<file path="src/design/bank_decode_pkg.sv">
/*
  Shared constants and types for the bank and address decode link.
  Assumes one 100 MHz clock common to both ends.
*/
package bank_decode_pkg;
  localparam int BANK_W = 3;
  localparam int ADDR_W = 15;
  localparam int NUM_BANKS = 8;
  localparam int MR_NUM = 4;
  localparam int DATA_W = 8;
  localparam int AP_BIT = 10;
  localparam int BC_BIT = 12;
  localparam int TERMINATION_STROBE_BIT = 11;
  localparam logic [BANK_W-1:0] MR_ONE = 3'h1;
  localparam logic [ADDR_W-1:0] ADDR_ZERO = 15'h0000;
  localparam logic [NUM_BANKS-1:0] ALL_BANKS = 8'hff;
  localparam logic [NUM_BANKS-1:0] NO_BANKS = 8'h00;
  localparam logic [DATA_W-1:0] DATA_ZERO = 8'h00;

  typedef enum logic [2:0]
  {
    CMD_NOP       = 3'h0,
    CMD_ACTIVATE  = 3'h1,
    CMD_READ      = 3'h3,
    CMD_WRITE     = 3'h2,
    CMD_PRECHARGE = 3'h6,
    CMD_MODE_LOAD = 3'h7
  } cmd_e;
endpackage

</file>
<file path="src/design/bank_decode_if.sv">
/*
  Command, address and write-data wires between controller and device.
  Assumes both ends share clk; the bench instantiates and joins them.
*/
`timescale 1ns/1ps
`default_nettype none
interface bank_decode_if;
  import bank_decode_pkg::*;
  cmd_e                cmd;
  logic [BANK_W-1:0]   bank_select_lines;
  logic [ADDR_W-1:0]   row_col_address_lines;
  logic                wdata_valid;
  logic [DATA_W-1:0]   wdata;
  logic                write_mask_input;

  modport controller (output cmd, bank_select_lines, row_col_address_lines,
                      wdata_valid, wdata, write_mask_input);
  modport device (input cmd, bank_select_lines, row_col_address_lines,
                  wdata_valid, wdata, write_mask_input);
endinterface
`default_nettype wire

</file>
<file path="src/design/bank_decode_dev.sv">
/*
  Device end: decodes each latched command into bank, row, column,
  mode-register and precharge actions.
  Assumes the controller shares clk_i; the x8 option is a port.
*/
// Notes on behaviour
// - Bank lines pick bank for four commands
// - Bank lines pick mode register on load
// - Read/write with line high auto-precharges bank
// - Precharge line low one bank, high all
// - Single precharge hits only the named bank
// - Activate carries row address to bank
// - Read/write carries column address
// - Mode load carries op-code into register
// - Mode register one bit picks mask/strobe
// - Masked write beats are discarded
`timescale 1ns/1ps
`default_nettype none
module bank_decode_dev
  import bank_decode_pkg::*;
(
  input  wire logic                                clk_i,
  input  wire logic                                resetn_i,
  input  wire logic                                is_x8_i,
  bank_decode_if.device                            link,
  output logic [bank_decode_pkg::NUM_BANKS-1:0]    bank_open_o,
  output logic [bank_decode_pkg::NUM_BANKS-1:0]    precharge_o,
  output logic [bank_decode_pkg::NUM_BANKS-1:0]    auto_precharge_o,
  output logic [bank_decode_pkg::BANK_W-1:0]       access_bank_o,
  output logic [bank_decode_pkg::ADDR_W-1:0]       row_addr_o,
  output logic [bank_decode_pkg::ADDR_W-1:0]       col_addr_o,
  output logic                                     rd_strobe_o,
  output logic                                     wr_strobe_o,
  output logic [bank_decode_pkg::MR_NUM-1:0]       mr_write_o,
  output logic [bank_decode_pkg::ADDR_W-1:0]       mr_opcode_o,
  output logic                                     termination_strobe_o,
  output logic                                     wbeat_valid_o,
  output logic [bank_decode_pkg::DATA_W-1:0]       wbeat_data_o
);
  cmd_e              cmd;
  logic [BANK_W-1:0] bank;
  logic [ADDR_W-1:0] addr;
  logic              auto_precharge_line;
  logic [NUM_BANKS-1:0] bank_hot;
  logic              is_act;
  logic              is_rw;
  logic              is_pre;
  logic              is_mrs;
  logic [NUM_BANKS-1:0] pre_set;
  logic [NUM_BANKS-1:0] ap_set;
  logic [NUM_BANKS-1:0] open_next;
  logic [ADDR_W-1:0] mr1_reg;
  logic              strobe_mode;
  logic              beat_keep;

  assign cmd  = link.cmd;
  assign bank = link.bank_select_lines;
  assign addr = link.row_col_address_lines;
  assign auto_precharge_line = addr[AP_BIT];
  assign bank_hot = NUM_BANKS'(1) << bank;
  assign is_act = (cmd == CMD_ACTIVATE);
  assign is_rw  = (cmd == CMD_READ) || (cmd == CMD_WRITE);
  assign is_pre = (cmd == CMD_PRECHARGE);
  assign is_mrs = (cmd == CMD_MODE_LOAD);
  // Only the named bank unless the line asks for all
  assign pre_set = !is_pre ? NO_BANKS :
                   (auto_precharge_line ? ALL_BANKS : bank_hot);
  assign ap_set  = (is_rw && auto_precharge_line) ? bank_hot : NO_BANKS;
  assign open_next = ((bank_open_o | (is_act ? bank_hot : NO_BANKS))
                      & ~pre_set) & ~ap_set;
  // Strobe function exists only on x8 parts; x4 always masks
  assign strobe_mode = is_x8_i && mr1_reg[TERMINATION_STROBE_BIT];
  assign beat_keep = link.wdata_valid && !(link.write_mask_input && !strobe_mode);

  always_ff @(posedge clk_i or negedge resetn_i)
  begin
    if (!resetn_i)
    begin
      bank_open_o      <= NO_BANKS;
      precharge_o      <= NO_BANKS;
      auto_precharge_o <= NO_BANKS;
      access_bank_o    <= '0;
      row_addr_o       <= ADDR_ZERO;
      col_addr_o       <= ADDR_ZERO;
      rd_strobe_o      <= 1'b0;
      wr_strobe_o      <= 1'b0;
      mr_write_o       <= '0;
      mr_opcode_o      <= ADDR_ZERO;
      mr1_reg          <= ADDR_ZERO;
      wbeat_valid_o    <= 1'b0;
      wbeat_data_o     <= DATA_ZERO;
    end
    else
    begin
      bank_open_o      <= open_next;
      precharge_o      <= pre_set;
      auto_precharge_o <= ap_set;
      rd_strobe_o      <= (cmd == CMD_READ);
      wr_strobe_o      <= (cmd == CMD_WRITE);
      if (is_act || is_rw || is_pre)
        access_bank_o <= bank;
      if (is_act)
        row_addr_o <= addr;
      if (is_rw)
        col_addr_o <= addr;
      mr_write_o <= is_mrs ? MR_NUM'(1) << bank[1:0] : '0;
      if (is_mrs)
        mr_opcode_o <= addr;
      if (is_mrs && bank == MR_ONE)
        mr1_reg <= addr;
      wbeat_valid_o <= beat_keep;
      if (beat_keep)
        wbeat_data_o <= link.wdata;
    end
  end

  assign termination_strobe_o = strobe_mode;
endmodule // bank_decode_dev
`default_nettype wire

</file>
<file path="src/flat_wrapper.sv">
// flat-port wrapper written by rule: the top's interface ports become plain ports
module bank_decode_dev_flat import bank_decode_pkg::*;
  (clk_i, resetn_i, is_x8_i, bank_open_o, precharge_o, auto_precharge_o, access_bank_o, row_addr_o, col_addr_o, rd_strobe_o, wr_strobe_o, mr_write_o, mr_opcode_o, termination_strobe_o, wbeat_valid_o, wbeat_data_o, link_cmd, link_bank_select_lines, link_row_col_address_lines, link_wdata_valid, link_wdata, link_write_mask_input);
  bank_decode_if link_i ();
  input  wire logic clk_i;
  input  wire logic resetn_i;
  input  wire logic is_x8_i;
  output logic [bank_decode_pkg::NUM_BANKS-1:0] bank_open_o;
  output logic [bank_decode_pkg::NUM_BANKS-1:0] precharge_o;
  output logic [bank_decode_pkg::NUM_BANKS-1:0] auto_precharge_o;
  output logic [bank_decode_pkg::BANK_W-1:0] access_bank_o;
  output logic [bank_decode_pkg::ADDR_W-1:0] row_addr_o;
  output logic [bank_decode_pkg::ADDR_W-1:0] col_addr_o;
  output logic rd_strobe_o;
  output logic wr_strobe_o;
  output logic [bank_decode_pkg::MR_NUM-1:0] mr_write_o;
  output logic [bank_decode_pkg::ADDR_W-1:0] mr_opcode_o;
  output logic termination_strobe_o;
  output logic wbeat_valid_o;
  output logic [bank_decode_pkg::DATA_W-1:0] wbeat_data_o;
  input wire logic [$bits(link_i.cmd)-1:0] link_cmd;
  input wire logic [$bits(link_i.bank_select_lines)-1:0] link_bank_select_lines;
  input wire logic [$bits(link_i.row_col_address_lines)-1:0] link_row_col_address_lines;
  input wire logic [$bits(link_i.wdata_valid)-1:0] link_wdata_valid;
  input wire logic [$bits(link_i.wdata)-1:0] link_wdata;
  input wire logic [$bits(link_i.write_mask_input)-1:0] link_write_mask_input;
  assign link_i.cmd = link_cmd;
  assign link_i.bank_select_lines = link_bank_select_lines;
  assign link_i.row_col_address_lines = link_row_col_address_lines;
  assign link_i.wdata_valid = link_wdata_valid;
  assign link_i.wdata = link_wdata;
  assign link_i.write_mask_input = link_write_mask_input;
  bank_decode_dev u_core (.clk_i(clk_i), .resetn_i(resetn_i), .is_x8_i(is_x8_i), .link(link_i), .bank_open_o(bank_open_o), .precharge_o(precharge_o), .auto_precharge_o(auto_precharge_o), .access_bank_o(access_bank_o), .row_addr_o(row_addr_o), .col_addr_o(col_addr_o), .rd_strobe_o(rd_strobe_o), .wr_strobe_o(wr_strobe_o), .mr_write_o(mr_write_o), .mr_opcode_o(mr_opcode_o), .termination_strobe_o(termination_strobe_o), .wbeat_valid_o(wbeat_valid_o), .wbeat_data_o(wbeat_data_o));
endmodule
</file>
<file path="config.mk">
export PLATFORM = sky130hd
export DESIGN_NAME = bank_decode_dev_flat
export DESIGN_NICKNAME = d
export VERILOG_FILES = /design/src/design/bank_decode_pkg.sv /design/src/design/bank_decode_if.sv /design/src/design/bank_decode_dev.sv /design/src/flat_wrapper.sv
export SDC_FILE = /design/constraint.sdc
export NUM_CORES = 1
export LEC_CHECK = 0
export ABC_CLOCK_PERIOD_IN_PS = 2000
export BUFFER_PORTS_ARGS = -buffer_cell sky130_fd_sc_hd__clkbuf_2
export CELL_PAD_IN_SITES_DETAIL_PLACEMENT = 1
export CELL_PAD_IN_SITES_GLOBAL_PLACEMENT = 2
export CORE_MARGIN = 2
export CORE_UTILIZATION = 30
export CTS_CLUSTER_DIAMETER = 30
export DETAILED_ROUTE_END_ITERATION = 10
export PLACE_DENSITY_LB_ADDON = 0.1
export SLEW_MARGIN = 15
export SYNTH_ARGS = -nofsm -noshare
export SYNTH_HDL_FRONTEND = slang
export SYNTH_SLANG_ARGS = --single-unit
</file>
<file path="constraint.sdc">
create_clock -name clk_i -period 2 [get_ports clk_i]
set_input_delay 0.1 -clock clk_i [delete_from_list [all_inputs] [get_ports clk_i]]
set_output_delay 0.1 -clock clk_i [all_outputs]
set_load 0.02 [all_outputs]
</file>
# Yosys cells after proc, flatten, opt, wreduce, memory -nomap -nowiden
# Cells that the tools add are included.
# totals
ff_bits	99
output_inout_bits	88
elab_cells	41
# classes
eq_ne	6
n_shift	2
mux	5
bitwise_logic	5
reduce_logical	10
# op_table
cell	count
8-bit 2-to-1 mux	4
8-bit AND	2
8-bit inverter	2
8-bit bitwise OR	1
1-bit by 3-bit << shifter with 8-bit output, first input constant	1
3-bit by 1-bit equality test with 1-bit output, second input constant	2
3-bit by 2-bit equality test with 1-bit output, second input constant	2
3-bit equality test, second input constant	2
1-bit logical AND	5
4-bit 2-to-1 mux	1
1-bit by 2-bit << shifter with 4-bit output, first input constant	1
1-bit logical OR	3
1-bit logical NOT	2

# Depth between registers and ports, before layout
# depth
depth_word	6
depth_mapped	6
ltp_nobuf	3

# Worst setup path before layout
# OpenSTA, ideal clock, no wires.
# synth_timing
kind	register to register
from	register u_core.mr1_reg[11]
to	register u_core.wbeat_data_o[0] in the netlist's numbering
t_arrival_ns	1.251
t_required_ns	1.875
setup_slack_ns	0.625
path_stages_with_launch	4
cell_sequence	dfrtp_1 and2_1 o21ai_2 mux2_2
# synth_between
elab_chain_cells	5
# synth_rtl
element	line	source
start, declared	bank_decode_dev.sv:52	logic [ADDR_W-1:0] mr1_reg;
start signal, assigned	bank_decode_dev.sv:110	mr1_reg <= addr;
1-bit logical AND	bank_decode_dev.sv:72	assign strobe_mode = is_x8_i && mr1_reg[TERMINATION_STROBE_BIT];
named net termination_strobe_o	flat_wrapper.sv:18	output logic termination_strobe_o;
1-bit logical NOT	bank_decode_dev.sv:73	assign beat_keep = link.wdata_valid && !(link.write_mask_input && !strobe_mode);
1-bit logical AND	bank_decode_dev.sv:73	
1-bit logical NOT	bank_decode_dev.sv:73	
1-bit logical AND	bank_decode_dev.sv:73	
end signal, assigned	bank_decode_dev.sv:113	wbeat_data_o <= link.wdata;
end, declared	bank_decode_dev.sv:38	output logic [bank_decode_pkg::DATA_W-1:0] wbeat_data_o
# The timed path passes the listed nets, and every way through them passes these cells.
# A chain may end at the register's enable or synchronous reset.

# Worst setup path in the final report
# layout_timing
from	register u_core.mr1_reg[11]
to	register u_core.wbeat_data_o[3] in the netlist's numbering
# layout_between
elab_chain_cells	5
# layout_rtl
element	line
1-bit logical AND	bank_decode_dev.sv:72
1-bit logical NOT	bank_decode_dev.sv:73
1-bit logical AND	bank_decode_dev.sv:73
1-bit logical NOT	bank_decode_dev.sv:73
1-bit logical AND	bank_decode_dev.sv:73
# Every way passes these cells.

==> qor.txt <==
FINISH
----------------------------------------------------------------------------------------
Post-layout util                                                                  41.18%
Layout cells sized above 1                                                        47.89%
Layout Nets                                                                          432
Area Growth Syn to Fin                                                            32.84%
Final antenna diode count                                                              0
Post-Layout Cell Count                                                               546
Largest registers                                                           u_core.col_addr_o (15), u_core.mr_opcode_o (15), u_core.row_addr_o (15)
Total of fill cells in the finished design                                         1,246

SYNTH
----------------------------------------------------------------------------------------
Synth warn                                                                             0
Most instantiated cells after synthesis                                     sky130_fd_sc_hd__dfrtp_1, sky130_fd_sc_hd__mux2_2, sky130_fd_sc_hd__inv_1, sky130_fd_sc_hd__mux2_1, sky130_fd_sc_hd__nor2_1
Share of the synthesized area in the top cell type                                61.95%
Count of state elements after synthesis                                               88
Synth async-reset ratio                                                           100.0%
Post-Syn Nets                                                                        298
Predominant post-synthesis flop cell                                        sky130_fd_sc_hd__dfrtp_1
Most frequently used cell type in the post-synthesis netlist                sky130_fd_sc_hd__dfrtp_1
Avg Inst Size Synth                                                           13.46 um^2
Library cells used by synthesis                                                       42
Sequential area share after synthesis                                             61.95%
Cells taking the most area after synthesis                                  sky130_fd_sc_hd__dfrtp_1, sky130_fd_sc_hd__mux2_2, sky130_fd_sc_hd__mux2_1
Post-synthesis instance area                                                   3555 um^2
Number of flops mapped to enable cells by yosys                                        0
Syn Inst Count                                                                       264
Largest area contributor in the synthesized netlist                         sky130_fd_sc_hd__dfrtp_1

TIMING
----------------------------------------------------------------------------------------
Setup-violating endpoint count in the final report                                     0
Period minus WS final                                                           1.432 ns
Clock tree skew after final layout                                           0.002576 ns
Peak clock frequency supported by timing                                      0.6982 GHz
Pin slew with the least headroom to its limit                                  0.4994 ns
Endpoints failing hold                                                                 0
Post-layout worst setup margin                                                 0.5677 ns
Setup repair after global routing missed its margin                                false
Slew Limit Headroom                                                               66.70%
Total negative setup slack                                                          0 ns
Part of the cycle the worst path needs                                            71.61%
Max-slew violations                                                                    0

STATUS
----------------------------------------------------------------------------------------
Status                                                                      finished, final reports clean

FLOORPLANNING
----------------------------------------------------------------------------------------
Number of top-level pins                                                             122
Die Footprint                                                                12,740 um^2
Initial Utilization                                                               31.00%
Chip Height                                                                     112.9 um
Core Region                                                                  11,470 um^2
Horizontal die dimension                                                        112.9 um
Core Rows                                                                             39

WORST HOLD PATH
----------------------------------------------------------------------------------------
Type of the tightest min-delay check                                           in -> reg

PLACED DESIGN
----------------------------------------------------------------------------------------
Dpl cells                                                                            520
Setup slack after placement                                                    0.5356 ns
DP HPWL                                                                         6.539 mm
Final estimated routing congestion in global placement                            0.7207
Number of input and output port buffers inserted                                     121

WORST SETUP PATH
----------------------------------------------------------------------------------------
Worst setup SP type                                                             register
Required time worst endpoint                                                     2.22 ns
Crit path kind                                                                reg -> reg
Worst-path fanout max                                                                  9
WP data arrival                                                                  1.65 ns
Critical Path Sink Type                                                         register

ROUTE
----------------------------------------------------------------------------------------
Average wire length per cell after detail routing                               16.80 um
Number of remaining DRC errors                                                         0
Per-cell via count in the routed design                                            4.738
Number of search-and-repair iterations in the first detailed-routing pass              4
Total detailed-routing wirelength                                               9.172 mm
DRT iter0 DRCs                                                                        44
Total via count after detailed routing                                             2,587
Antenna viol nets, final                                                               0

POWER
----------------------------------------------------------------------------------------
Maximum vdd ir drop                                                             518.9 uV
Leakage                                                                      0.002321 uW
Cell area power density                                                     1018 nW/um^2

CTS
----------------------------------------------------------------------------------------
CTS clock-pin slew for the worst setup and hold paths                            0.06 ns
CTS sink cnt                                                                          88
Clock buffer depth                                                                     2
Number of H-tree levels                                                                3
CTS tree                                                                           built
Root cell of the clock tree                                                 sky130_fd_sc_hd__clkbuf_16
CTS Buf Count                                                                          9
Worst skew pair latency                                                          0.34 ns
PostCTS Resize Cnt                                                                     0

GLOBAL ROUTE
----------------------------------------------------------------------------------------
Maximum number of pins on one net before global-route repair                          43
Number of antenna violations at the first check in global routing                      0
GRT Total Usage                                                                   15.12%
Number of global-route vias before repair                                          2,818
Remaining global-route overflow                                                        0
Wire length of the first global-routing pass                                    14.95 mm

RUN
----------------------------------------------------------------------------------------
Number of max-cap violations                                                           0

worst paths after layout:
path                                                   start                                 end  slack, ns  cells past startpoint
setup / recovery              u_core.mr1_reg[11]$_DFFE_PN0P_  u_core.wbeat_data_o[3]$_DFFE_PN0P_       0.57                      3
hold / removal                link_row_col_address_lines[12]   u_core.col_addr_o[12]$_DFFE_PN0N_      0.005                      2
setup reg to reg              u_core.mr1_reg[11]$_DFFE_PN0P_  u_core.wbeat_data_o[3]$_DFFE_PN0P_       0.57                      3
hold reg to reg            u_core.col_addr_o[10]$_DFFE_PN0N_   u_core.col_addr_o[10]$_DFFE_PN0N_       0.48                      2
max in group asynchronous                           resetn_i     u_core.precharge_o[6]$_DFF_PN0_       1.11                      3
min in group asynchronous                           resetn_i  u_core.wbeat_data_o[7]$_DFFE_PN0P_       0.26                      2
layer usage:
metal	GRT usage (%)	vias up	part of all wire, %
met5	0	-	0
li1	-	1192	-
met4	5.854	0	1.1
met1	19.21	1318	45
met3	4.285	8	6.0
met2	24.55	69	48
power breakdown:
part	switching (uW)	internal, uW
clock	696	1010
combinational	592	382
sequential	124	2010
total	1410	3400
stage by stage:
| stage | power (uW) | hold WS, ns | area [um^2] |
|---|---|---|---|
| 2_1_floorplan | 2727 | -0.1956 | 3555 |
| 3_3_place_gp | 3121 | 0.09744 | 4323 |
| 3_5_place_dp | 3142 | 0.1034 | 4323 |
| 4_1_cts | 4893 | 0.001918 | 4722 |
| 5_1_grt | 5044 | 0.004216 | 4722 |
| 6_report | 4808 | 0.005234 | 4722 |
area by class of cell:
| class | count | area (um^2) | share of cell area (%) |
|---|---|---|---|
| Inverter | 15 | 56.30 | 1.192 |
| Timing Repair Buffer | 141 | 795.8 | 16.85 |
| Sequential cell | 88 | 2202 | 46.63 |
| Clock buffer | 12 | 246.5 | 5.220 |
| Clock inverter | 4 | 52.55 | 1.113 |
| Tap cell | 143 | 178.9 | 3.789 |
| Multi-Input combinational cell | 143 | 1190 | 25.20 |
repair_timing:
action                    4_1_cts  5_1_grt
hold endpoints to repair       44        0
setup buffers                   0        0
hold buffers                   10        0
kinds of logic (layout without fill, tap and decap cells):
group | count (synthesis) | count (layout) | synth area share [%]
multiplexers | 56 | 56 | 17.70
buffers and inverters | 33 | 172 | 4.752
AO/OA/AOI/OAI | 32 | 32 | 6.054
AND/OR/NAND/NOR | 55 | 55 | 9.540
flip-flops | 88 | 88 | 61.95
critical path, cell delays in order (launching register included):
cell and delay [ns]:
sky130_fd_sc_hd__dfrtp_1 0.39, sky130_fd_sc_hd__and2_1 0.16, sky130_fd_sc_hd__o21ai_2 0.37, sky130_fd_sc_hd__mux2_2 0.39
placed cells by master (no fill, tap or decap), types with 2 or more instances in the layout:
| cell type | netlist | layout |
|---|---|---|
| sky130_fd_sc_hd__buf_4 | 1 | 10 |
| sky130_fd_sc_hd__a21oi_1 | 10 | 10 |
| sky130_fd_sc_hd__nor3b_1 | 2 | 2 |
| sky130_fd_sc_hd__o211ai_1 | 7 | 7 |
| sky130_fd_sc_hd__mux2_2 | 40 | 40 |
| sky130_fd_sc_hd__nor3_1 | 6 | 6 |
| sky130_fd_sc_hd__nor2_1 | 13 | 13 |
| sky130_fd_sc_hd__nand4b_1 | 2 | 2 |
| sky130_fd_sc_hd__nand3_1 | 6 | 6 |
| sky130_fd_sc_hd__o311ai_1 | 4 | 4 |
| sky130_fd_sc_hd__a32oi_1 | 2 | 2 |
| sky130_fd_sc_hd__inv_1 | 15 | 15 |
| sky130_fd_sc_hd__mux2_1 | 15 | 15 |
| sky130_fd_sc_hd__dlygate4sd3_1 | 0 | 10 |
| sky130_fd_sc_hd__clkbuf_2 | 0 | 120 |
| sky130_fd_sc_hd__nand2_1 | 6 | 6 |
| sky130_fd_sc_hd__nand2b_1 | 2 | 2 |
| sky130_fd_sc_hd__clkbuf_16 | 0 | 9 |
| sky130_fd_sc_hd__nand3b_1 | 3 | 3 |
| sky130_fd_sc_hd__o21a_1 | 2 | 2 |
| sky130_fd_sc_hd__o21ai_0 | 3 | 3 |
| sky130_fd_sc_hd__clkbuf_1 | 4 | 2 |
| sky130_fd_sc_hd__dfrtp_1 | 88 | 88 |
(Power assumes the default switching activity.)
